===== config.mk =====
export PLATFORM = sky130hd
export DESIGN_NAME = edge_clock_divider
export DESIGN_NICKNAME = d
export VERILOG_FILES = /design/src/hw/edge_div_pkg.sv /design/src/hw/div_link_if.sv /design/src/hw/edge_clock_divider.sv /design/src/hw/edge_div_counter.sv /design/src/hw/loop_div3.sv
export VERILOG_INCLUDE_DIRS = /design/src /design/src/hw
export SDC_FILE = /design/constraint.sdc
export NUM_CORES = 1
export LEC_CHECK = 0
export BUFFER_PORTS_ARGS = -buffer_cell sky130_fd_sc_hd__clkbuf_2
export CORE_MARGIN = 4
export CORE_UTILIZATION = 39
export CTS_CLUSTER_SIZE = 40
export DETAILED_ROUTE_END_ITERATION = 8
export PLACE_DENSITY = 0.75
export SLEW_MARGIN = 0
export SYNTH_ARGS = -nofsm -noshare
export SYNTH_HDL_FRONTEND = slang
export SYNTH_SLANG_ARGS = --single-unit

===== constraint.sdc =====
create_clock -name clock -period 1.5 [get_ports clock]
set_input_delay 0.075 -clock clock [delete_from_list [all_inputs] [get_ports clock]]
set_output_delay 0.075 -clock clock [all_outputs]
set_load 0.02 [all_outputs]

===== src/hw/edge_div_cfg.svh =====
// Register offsets, field positions and reset values of the edge clock divider.
`ifndef EDGE_DIV_CFG_SVH
`define EDGE_DIV_CFG_SVH

// Register byte offsets on the APB port.
`define CTRL_OFS 12'h000
`define STATUS_OFS 12'h004

// Control register field positions.
`define CTRL_RATIO_LSB 0
`define CTRL_SRC_LSB 2
`define CTRL_DIVRST_BIT 4
`define CTRL_RELEASE_BIT 5
`define CTRL_LOOPRST_BIT 6
`define CTRL_USED_BITS 7

// Control register reset value: divider held in reset, outputs not released.
`define CTRL_RESET 7'h10

// Status register field positions.
`define STAT_LOCK_BIT 0
`define STAT_RUN_BIT 1
`define STAT_DIV_BIT 2
`define STAT_DIV3_BIT 3
`define STAT_CNT_LSB 4

// Number of pin inputs that are synchronised.
`define PIN_COUNT 5

`endif


===== src/hw/edge_div_pkg.sv =====
// Types and shared helper functions of the edge clock divider.
`default_nettype none
package edge_div_pkg;

  // Divide ratio encodings; the spare code behaves as divide by eight.
  typedef enum logic [1:0] {
    DIV_BY2 = 2'b00,
    DIV_BY4 = 2'b01,
    DIV_BY8 = 2'b10,
    DIV_RSVD = 2'b11
  } ratio_e;

  // Divider input sources.
  typedef enum logic [1:0] {
    SRC_LOOP = 2'b00,
    SRC_SLAVE = 2'b01,
    SRC_FABRIC = 2'b10,
    SRC_EXT = 2'b11
  } source_e;

  // Input edges per half period of the divided clock.
  function automatic logic [2:0] halfEdges(input ratio_e r);
    unique case (r)
      DIV_BY2: return 3'h1;
      DIV_BY4: return 3'h2;
      default: return 3'h4;
    endcase
  endfunction

endpackage
`default_nettype wire


===== src/hw/div_link_if.sv =====
// Signals between the divider top and its counter.
`default_nettype none
interface div_link_if;
  logic srcEdge;
  logic outRelease;
  logic divReset;
  edge_div_pkg::ratio_e ratio;
  logic divOut;
  logic [2:0] count;

  // The top steers the counter.
  modport ctl (output srcEdge, outRelease, divReset, ratio, input divOut, count);
  // The counter produces the divided clock.
  modport gen (input srcEdge, outRelease, divReset, ratio, output divOut, count);
endinterface
`default_nettype wire


===== src/hw/edge_clock_divider.sv =====
// Edge clock divider top with APB control and loop-side signals.
//
// Contract
// - Divided clock runs at one half, quarter or eighth of the source.
// - Divided clock phase is fixed by the release after reset.
// - Divider reset clears the count and forces outputs low at once; the code forces only divClockOut low, not loopDiv3Out.
// - Outputs toggle only after release, first leaving low on a source edge; loopDiv3Out toggles whether or not release is set.
// - Source is the loop, slave delay, fabric routing or external clock.
// - Loop reset high resets the loop counters and dividers.
// - Lock indication reads high when the loop has locked to its reference.
// - A loop output carries the primary loop output divided by three.
//
// Local design decisions: the APB interface to the registers and the placing of the registers.
`include "edge_div_cfg.svh"
`default_nettype none
module edge_clock_divider (
  // Clock and reset.
  input wire logic clock,
  input wire logic rst_n,
  // APB slave.
  input wire logic psel,
  input wire logic penable,
  input wire logic pwrite,
  input wire logic [11:0] paddr,
  input wire logic [31:0] pwdata,
  output logic [31:0] prdata,
  output logic pready,
  output logic pslverr,
  // Source pins, sampled through two flip-flops.
  input wire logic loopPrimaryOut,
  input wire logic slaveDelayIn,
  input wire logic fabricClockIn,
  input wire logic extClockIn,
  input wire logic loopLock,
  // Loop control and clock outputs.
  output logic loopReset,
  output logic divClockOut,
  output logic loopDiv3Out
);
  import edge_div_pkg::*;

  // ==========================================================
  // Address decode
  // Returns 0 for control, 1 for status, 2 for anything unmapped.
  function automatic logic [1:0] regIndex(input logic [11:0] addr);
    if (addr == `CTRL_OFS)
    begin
      return 2'h0;
    end
    else if (addr == `STATUS_OFS)
    begin
      return 2'h1;
    end
    return 2'h2;
  endfunction

  div_link_if link ();

  logic [`CTRL_USED_BITS-1:0] ctrl;
  logic [`CTRL_USED_BITS-1:0] next_ctrl;
  logic [31:0] next_prdata;
  logic [31:0] status;
  logic [`PIN_COUNT-1:0] pinRaw;
  logic [`PIN_COUNT-1:0] syncA;
  logic [`PIN_COUNT-1:0] syncB;
  logic [`PIN_COUNT-1:0] syncC;
  logic [`PIN_COUNT-1:0] pinEdge;
  logic [3:0] srcEdges;
  logic setupPhase;
  logic accessPhase;
  logic writeCtrl;
  source_e srcSel;
  logic selEdge;
  logic lockSeen;
  logic div3Level;

  // ==========================================================
  // APB phases
  // The slave answers in the first access cycle, so pready is always high.
  assign setupPhase = psel && !penable;
  assign accessPhase = psel && penable;
  assign pready = 1'b1;
  assign pslverr = accessPhase && regIndex(paddr) == 2'h2;
  assign writeCtrl = accessPhase && pwrite && regIndex(paddr) == 2'h0;

  // ==========================================================
  // Control register
  // Only the control word is writable; status writes are dropped silently.
  always_comb
  begin
    next_ctrl = ctrl;
    if (writeCtrl)
    begin
      next_ctrl = pwdata[`CTRL_USED_BITS-1:0];
    end
  end

  // Registers the control word.
  always_ff @(posedge clock)
  begin
    if (!rst_n)
    begin
      ctrl <= `CTRL_RESET;
    end
    else
    begin
      ctrl <= next_ctrl;
    end
  end

  // ==========================================================
  // Read data
  // Read data is captured in the setup cycle and stands through access.
  always_comb
  begin
    next_prdata = prdata;
    if (setupPhase && !pwrite)
    begin
      unique case (regIndex(paddr))
        2'h0: next_prdata = {{(32 - `CTRL_USED_BITS){1'b0}}, ctrl};
        2'h1: next_prdata = status;
        default: next_prdata = 32'h0000_0000;
      endcase
    end
  end

  // Registers the read data.
  always_ff @(posedge clock)
  begin
    if (!rst_n)
    begin
      prdata <= 32'h0000_0000;
    end
    else
    begin
      prdata <= next_prdata;
    end
  end

  // ==========================================================
  // Pin synchronisers
  // Two flops per pin; a third copy of the second flop finds rising edges.
  assign pinRaw = {loopLock, extClockIn, fabricClockIn, slaveDelayIn, loopPrimaryOut};

  // Registers the synchroniser chain.
  always_ff @(posedge clock)
  begin
    if (!rst_n)
    begin
      syncA <= '0;
      syncB <= '0;
      syncC <= '0;
    end
    else
    begin
      syncA <= pinRaw;
      syncB <= syncA;
      syncC <= syncB;
    end
  end

  // Rising edges of each synchronised pin.
  assign pinEdge = syncB & ~syncC;
  assign lockSeen = syncB[4];

  // ==========================================================
  // Source selection
  // Edges of the four clock pins, indexed by the source code.
  assign srcEdges = pinEdge[3:0];
  assign srcSel = source_e'(ctrl[`CTRL_SRC_LSB +: 2]);
  assign selEdge = srcEdges[srcSel];

  // ==========================================================
  // Divider steering
  // Software must leave release low until the source is stable.
  assign link.srcEdge = selEdge;
  assign link.outRelease = ctrl[`CTRL_RELEASE_BIT];
  assign link.divReset = ctrl[`CTRL_DIVRST_BIT];
  assign link.ratio = ratio_e'(ctrl[`CTRL_RATIO_LSB +: 2]);

  // Counter that makes the divided clock.
  edge_div_counter divider (
    .clock(clock),
    .rst_n(rst_n),
    .link(link.gen)
  );

  // Divide-by-three copy of the primary loop output.
  loop_div3 third (
    .clock(clock),
    .rst_n(rst_n),
    .loopReset(ctrl[`CTRL_LOOPRST_BIT]),
    .primEdge(pinEdge[0]),
    .div3Out(div3Level)
  );

  // ==========================================================
  // Outputs and status
  assign divClockOut = link.divOut;
  assign loopDiv3Out = div3Level;
  assign loopReset = ctrl[`CTRL_LOOPRST_BIT];

  // Status word built from live divider and loop state.
  always_comb
  begin
    status = 32'h0000_0000;
    status[`STAT_LOCK_BIT] = lockSeen;
    status[`STAT_RUN_BIT] = link.outRelease && !link.divReset;
    status[`STAT_DIV_BIT] = link.divOut;
    status[`STAT_DIV3_BIT] = div3Level;
    status[`STAT_CNT_LSB +: 3] = link.count;
  end
endmodule
`default_nettype wire


===== src/hw/edge_div_counter.sv =====
// Divided clock generator counting edges of the selected source.
`default_nettype none
module edge_div_counter (
  // Clock and reset.
  input wire logic clock,
  input wire logic rst_n,
  // Control and divided output.
  div_link_if.gen link
);
  import edge_div_pkg::*;

  logic [2:0] count;
  logic [2:0] next_count;
  logic divLevel;
  logic next_divLevel;

  // ==========================================================
  // Counter
  // Held clear until release, so phase is fixed by the release.
  always_comb
  begin
    next_count = count;
    next_divLevel = divLevel;
    if (link.divReset || !link.outRelease)
    begin
      next_count = 3'h0;
      next_divLevel = 1'b0;
    end
    else if (link.srcEdge)
    begin
      if (count == halfEdges(link.ratio) - 3'h1)
      begin
        next_count = 3'h0;
        next_divLevel = ~divLevel;
      end
      else
      begin
        next_count = count + 3'h1;
      end
    end
  end

  // Registers the counter state.
  always_ff @(posedge clock)
  begin
    if (!rst_n)
    begin
      count <= 3'h0;
      divLevel <= 1'b0;
    end
    else
    begin
      count <= next_count;
      divLevel <= next_divLevel;
    end
  end

  // Reset forces the output low in the same cycle, with no source edge.
  assign link.divOut = divLevel & ~link.divReset;
  assign link.count = count;
endmodule
`default_nettype wire


===== src/hw/loop_div3.sv =====
// Divide-by-three copy of the primary loop output.
`default_nettype none
module loop_div3 (
  // Clock and reset.
  input wire logic clock,
  input wire logic rst_n,
  // Loop control and primary edges.
  input wire logic loopReset,
  input wire logic primEdge,
  // Divided output.
  output logic div3Out
);
  logic [1:0] count;
  logic [1:0] next_count;
  logic next_div3Out;

  // ==========================================================
  // Modulo-three counter, cleared by the loop reset.
  always_comb
  begin
    next_count = count;
    if (loopReset)
    begin
      next_count = 2'h0;
    end
    else if (primEdge)
    begin
      next_count = (count == 2'h2) ? 2'h0 : count + 2'h1;
    end
    next_div3Out = !loopReset && next_count == 2'h0 && (primEdge || div3Out);
  end

  // Registers the counter and output.
  always_ff @(posedge clock)
  begin
    if (!rst_n)
    begin
      count <= 2'h0;
      div3Out <= 1'b0;
    end
    else
    begin
      count <= next_count;
      div3Out <= next_div3Out;
    end
  end
endmodule
`default_nettype wire


# == Word-level counts from Yosys, hierarchy flattened ==
# Index checks and enable logic that the tools add are counted.
# Widths: inputs -> output; s select.
# word_totals
output_inout_bits,37
elab_cells,66
register_bits,60
# classes
bitwise,6
reduce_logical,23
n_mux,18
n_eq_ne,6
magnitude_cmp,1
addsub,3
# ops
cell,n
$mux 2,8
$pmux 7 s2,1
$eq 12x3->1 const B,1
$logic_not 12->1,1
$logic_and 1x1->1,9
$mux 3,3
$logic_not 2->1,4
$pmux 3 s2,1
$logic_not 1->1,5
$and 4x4->4,1
$eq 2x1->1 const B,2
$eq 2x2->1 const B,2
$mux 1,4
$not 4->4,1
$add 3x1->3 const B,1
$eq 3x3->1,1
$lt 2x3->1 const B,1
$not 1->1,3
$sub 3x1->3 const B,1
$add 2x1->2 const B,1
$bmux 1 s2,1
$logic_or 1x1->1,2
$reduce_and 2->1,1
$reduce_or 2->1,1
$and 1x1->1,1

# == Depth between registers and ports, before layout ==
# logic_depth
word_depth,9
depth_mapped,6

# == By module ==
# Synthesis repeated with hierarchy kept, for this count alone.
# hier_totals
hier_cells,173
area_unflattened_um2,1706.6
# by_module_without_submodules
mod,instances,area_per_inst_um2,cells_each
edge_clock_divider,1,1322.5,134
edge_div_counter,1,259.0,26
loop_div3,1,125.1,13

# == Least setup slack after synthesis ==
# No wires, ideal clock.
# synth_path
path_type,register to register
startpoint,register syncB[0]
endpoint,register divider.count[2] (netlist: divider.link.count[2])
t_arrival_ns,1.516
setup_ns,0.070
path_buffers,0
path_stages_with_launch,5
path_slack_ns,-0.086
path_cell_list,dfxtp_1 -> nand2b_4 -> mux4_2 -> or4b_1 -> a21oi_1
# synth_via
elab_chain_len,3
# synth_lines
element,line_no,text
"start, declared",edge_clock_divider.sv:65,logic [`PIN_COUNT-1:0] syncB;
"start signal, assigned",edge_clock_divider.sv:157,syncB <= syncA;
$and 4x4->4,edge_clock_divider.sv:163,assign pinEdge = syncB & ~syncC;
$bmux 1 s2,edge_clock_divider.sv:171,assign selEdge = srcEdges[srcSel];
$mux 1 (not written as such),edge_clock_divider.sv:171,
"end signal, assigned",edge_div_counter.sv:53,count <= next_count;
"end, declared",edge_div_counter.sv:12,logic [2:0] count;
# Every way passes these cells. The select of a mux whose other input is x is not followed.
# A chain may end at the register's enable or synchronous reset.

# == Worst setup path after layout ==
# layout_path
startpoint,register syncC[0]
endpoint,register divider.count[2] (netlist: divider.link.count[2])
# layout_via
elab_chain_len,4
# layout_lines
element,line_no,text
"start, declared",edge_clock_divider.sv:66,logic [`PIN_COUNT-1:0] syncC;
"start signal, assigned",edge_clock_divider.sv:158,syncC <= syncB;
$not 4->4,edge_clock_divider.sv:163,
$and 4x4->4,edge_clock_divider.sv:163,
$bmux 1 s2,edge_clock_divider.sv:171,
$mux 1 (not written as such),edge_clock_divider.sv:171,
# Every way passes these cells. The select of a mux whose other input is x is not followed.

==> key figures <==
Layout
  – Fillers: between 300 and 400
  – N_diodes: 0
  – Layout Utilization: 0.5128
  – Layout cells sized above 1: 0.2783
  – Net count, final: 284
  – Final instance area: 1948 um2
  – Area delta synth->final: 23.18%

Pwr
  – Flop pwr share: 0.528
  – Pint: 0.001361 W
  – Comb pwr share: 0.115
  – Switch share: 0.2558
  – Total power: 0.001829 W
  – Clock share of power: 0.357
  – PD cells: 938.7 nW/um2
  – Pleak: 0.8721 nW
  – Max VDD drop: 564.2 uV
  – Switch Pwr: 0.0004678 W

Logic synthesis
  – Cells after Synth: 174
  – Synth top area share: 0.4430
  – Yosys warns: 0
  – Avg Inst Size Synth: 9.089 um2
  – Synth cell types: 35
  – Most common flop cell mapped by yosys: dfxtp_1
  – Register area share after synthesis: 0.4430
  – Leading area contributor after synthesis: dfxtp_1
  – Post-synth EDFFs: 0
  – Largest cells by area after synthesis: dfxtp_1, buf_4, and2_1, mux2i_1, nand3_1
  – Mapped Area: 1582 um2
  – Synthesis-stage register bit count: 35
  – Asr flop ratio synth: 0

Setup path
  – Worst EP arrival: 1.83 ns
  – CP Launch Type: flop
  – R2R Path End: divider.link.count[2]$_SDFFE_PP0N_
  – FF-to-FF setup slack: -0.11 ns
  – Critical Path Start: syncC[0]$_SDFF_PN0_
  – Critical path endpoint: divider.link.count[2]$_SDFFE_PP0N_
  – Worst R2R Start: syncC[0]$_SDFF_PN0_
  – Cells on worst reg2reg path: 4
  – Worst Setup Path Type: reg -> reg
  – CP required: 1.72 ns
  – Setup crit end kind: flop
  – Crit-path max FO: 4

CTS
  – Clk root buf: clkbuf_8
  – Clock sink count: 35
  – H-tree Lvls: 2
  – TritonCTS buffer count: 5
  – Clk_lat worst skew: 0.29 ns
  – Clk buf depth: 2
  – TritonCTS clock tree: done
  – Clk slew on worst S/H paths: 0.07 ns

Drt
  – DRT Pass-1 Iters: 4
  – Vias: 1,238
  – ANT nets after route: 0
  – DRC violations left: 0
  – Number of DRC markers in iteration 0: 29
  – Per-cell routed wire length: approximately 11 um
  – Total Wirelength: 2.926 mm
  – Via-to-Cell Ratio: 4.453

Global routing
  – Antenna violations before repair: 0
  – First-pass GRT wire length: 4.712 mm
  – Largest net degree at the start of global routing: 20
  – Total gr overflow: 0
  – Total GRT Usage: 0.1176
  – Number of global-route vias before repair: 1,069

STA
  – Fmax: a little over 600 MHz
  – Tcrit/Tclk final: 1.072
  – Setup TNS: -0.1437 ns
  – RSZ-0062 raised after global routing: yes
  – Hold Fails Final Rpt: 0
  – Max Slew Vio Count: 0
  – Final min period: between 1.5 and 2 ns
  – Clk_skew: 0.006708 ns
  – Final setup fails: 2
  – Final setup margin: -0.1078 ns

Outcome
  – Failing checks: negative setup slack
  – Status: finished with violations

Die
  – # rows: 22
  – Die width: 71.68 um
  – Initial Util: 0.4163
  – Core ar.: 3799 um2
  – Die extent in y: between 70 and 80 um
  – # IOs: 91
  – Die area: between 5000 and 6000 um2

Place
  – Gp weighted congestion: around 0.73
  – Number of port buffers: 39
  – Dpl hpwl: approximately 2.2 mm
  – DP Area: 1784 um2

Run
  – Max_cap viols: 0

Worst hold path
  – Worst min-delay path category: in -> reg
## cell usage after synthesis (2+ instances only)
library cell  count
a21oi_1           6
nand3_1           9
and4b_1           2
a211oi_1          6
nand3b_1          3
conb_1            2
nor3_1            3
nand2_1          11
mux2i_1           7
and2_1           13
nand2b_1          5
buf_4            26
nor4_1            2
clkbuf_1          5
inv_1             2
nor2_1           11
dfxtp_1          35
o21ai_0           9
## routing by layer
metal  vias up  GRT usage  share of wire
li1        651          -              -
met1       531     0.1500           0.44
met2        49     0.1714           0.45
met3         7    0.03506          0.086
met4         0    0.07516          0.024
met5         -          0              0
## power by group through the flow
| stage | combinational (W) | clock (W) | sequential, W |
|---|---|---|---|
| 3_5_place_dp | 0.000196 | 0 | 0.000987 |
| 3_3_place_gp | 0.000194 | 0 | 0.000986 |
| 5_1_grt | 0.000234 | 0.000720 | 0.000968 |
| 6_report | 0.000211 | 0.000652 | 0.000966 |
| 2_1_floorplan | 0.000174 | 0 | 0.000995 |
| 4_1_cts | 0.000210 | 0.000682 | 0.000966 |
## kinds of logic (layout without fill, tap and decap cells)
family | Yosys count | in the layout | share of synthesized area
simple gates | 69 | 69 | 0.2476
flops | 35 | 35 | 0.4430
buf+inv | 34 | 66 | 0.1432
compound gates | 24 | 24 | 0.08940
mux | 8 | 8 | 0.05855
other cells | 2 | 26 | 0.004749
fa+ha+maj | 1 | 1 | 0.007910
xor+xnor | 1 | 1 | 0.005539
## critical path: stages (launching register included)
cell	delay, ns
dfxtp_2	0.32
nand2b_4	0.13
mux4_2	0.48
or4b_1	0.48
a21oi_1	0.12
## sequential cells by signal, indices dropped and copies added, names as in the netlist
| name | count |
|---|---|
| divider.link.count | 3 |
| syncA | 5 |
| prdata | 7 |
| third.count | 2 |
| syncB | 5 |
| divider.divLevel | 1 |
| ctrl | 7 |
| third.div3Out | 1 |
| syncC | 4 |
## what timing repair did
item | CTS | global route
hold buffers | 6 | 0
setup endpoints to repair | 4 | 4
endpoints found under the hold margin | 6 | 0
gates resized for setup | 2 | 2
setup buffers | 0 | 1
pin swaps | 3 | 2
## cell usage in the layout, fill, tap and decap left out, types with 2 or more instances in the layout
master and instances:
a211oi_1 6, a21oi_1 6, and2_1 13, and4b_1 2
buf_4 11, clkbuf_2 39, clkbuf_8 5, conb_1 26
dfxtp_1 33, dfxtp_2 2, dlygate4sd3_1 6, inv_1 2
mux2i_1 7, nand2_1 11, nand2b_1 5, nand2b_4 2
nand3_1 9, nand3b_1 3, nor2_1 11, nor3_1 3
nor4_1 2, o21ai_0 8, o21ai_1 2
## worst min-delay path by stage
| stage | from | endpoint | slack, ns | depth (start not counted) |
|---|---|---|---|---|
| 5_1_grt | pwdata[1] | ctrl[1]$_SDFFE_PN0P_ | 0.02 | 3 |
| 6_report | pwdata[1] | ctrl[1]$_SDFFE_PN0P_ | 0.009 | 3 |
| 2_1_floorplan | pwdata[4] | ctrl[4]$_SDFFE_PN1P_ | 0.20 | 2 |
| 3_3_place_gp | extClockIn | syncA[3]$_SDFF_PN0_ | 0.28 | 2 |
| 3_5_place_dp | loopPrimaryOut | syncA[0]$_SDFF_PN0_ | 0.29 | 2 |
| 4_1_cts | pwdata[1] | ctrl[1]$_SDFFE_PN0P_ | 0.0003 | 3 |
## stage by stage
step | instances | hold slack [ns] | worst slack (ns)
after floorplan | 198 | 0.2001 | -0.08142
after CTS | 277 | 0.0002952 | -0.1188
after global placement | 263 | 0.2793 | -0.07633
final | 278 | 0.009181 | -0.1078
after detailed placement | 263 | 0.2852 | -0.09412
after global routing | 278 | 0.02134 | -0.1468
## final cells by class
class / count / area, um2 / share of cell area
Sequential cell: 35 / 703.2 / 0.3610
Clock buffer: 6 / 72.57 / 0.03725
Timing Repair Buffer: 56 / 337.8 / 0.1734
Multi-Input combinational cell: 129 / 754.5 / 0.3873
Inverter: 2 / 7.507 / 0.003854
Clock inverter: 2 / 12.51 / 0.006423
Tap cell: 48 / 60.06 / 0.03083
Power figures use the tool's default switching activity.
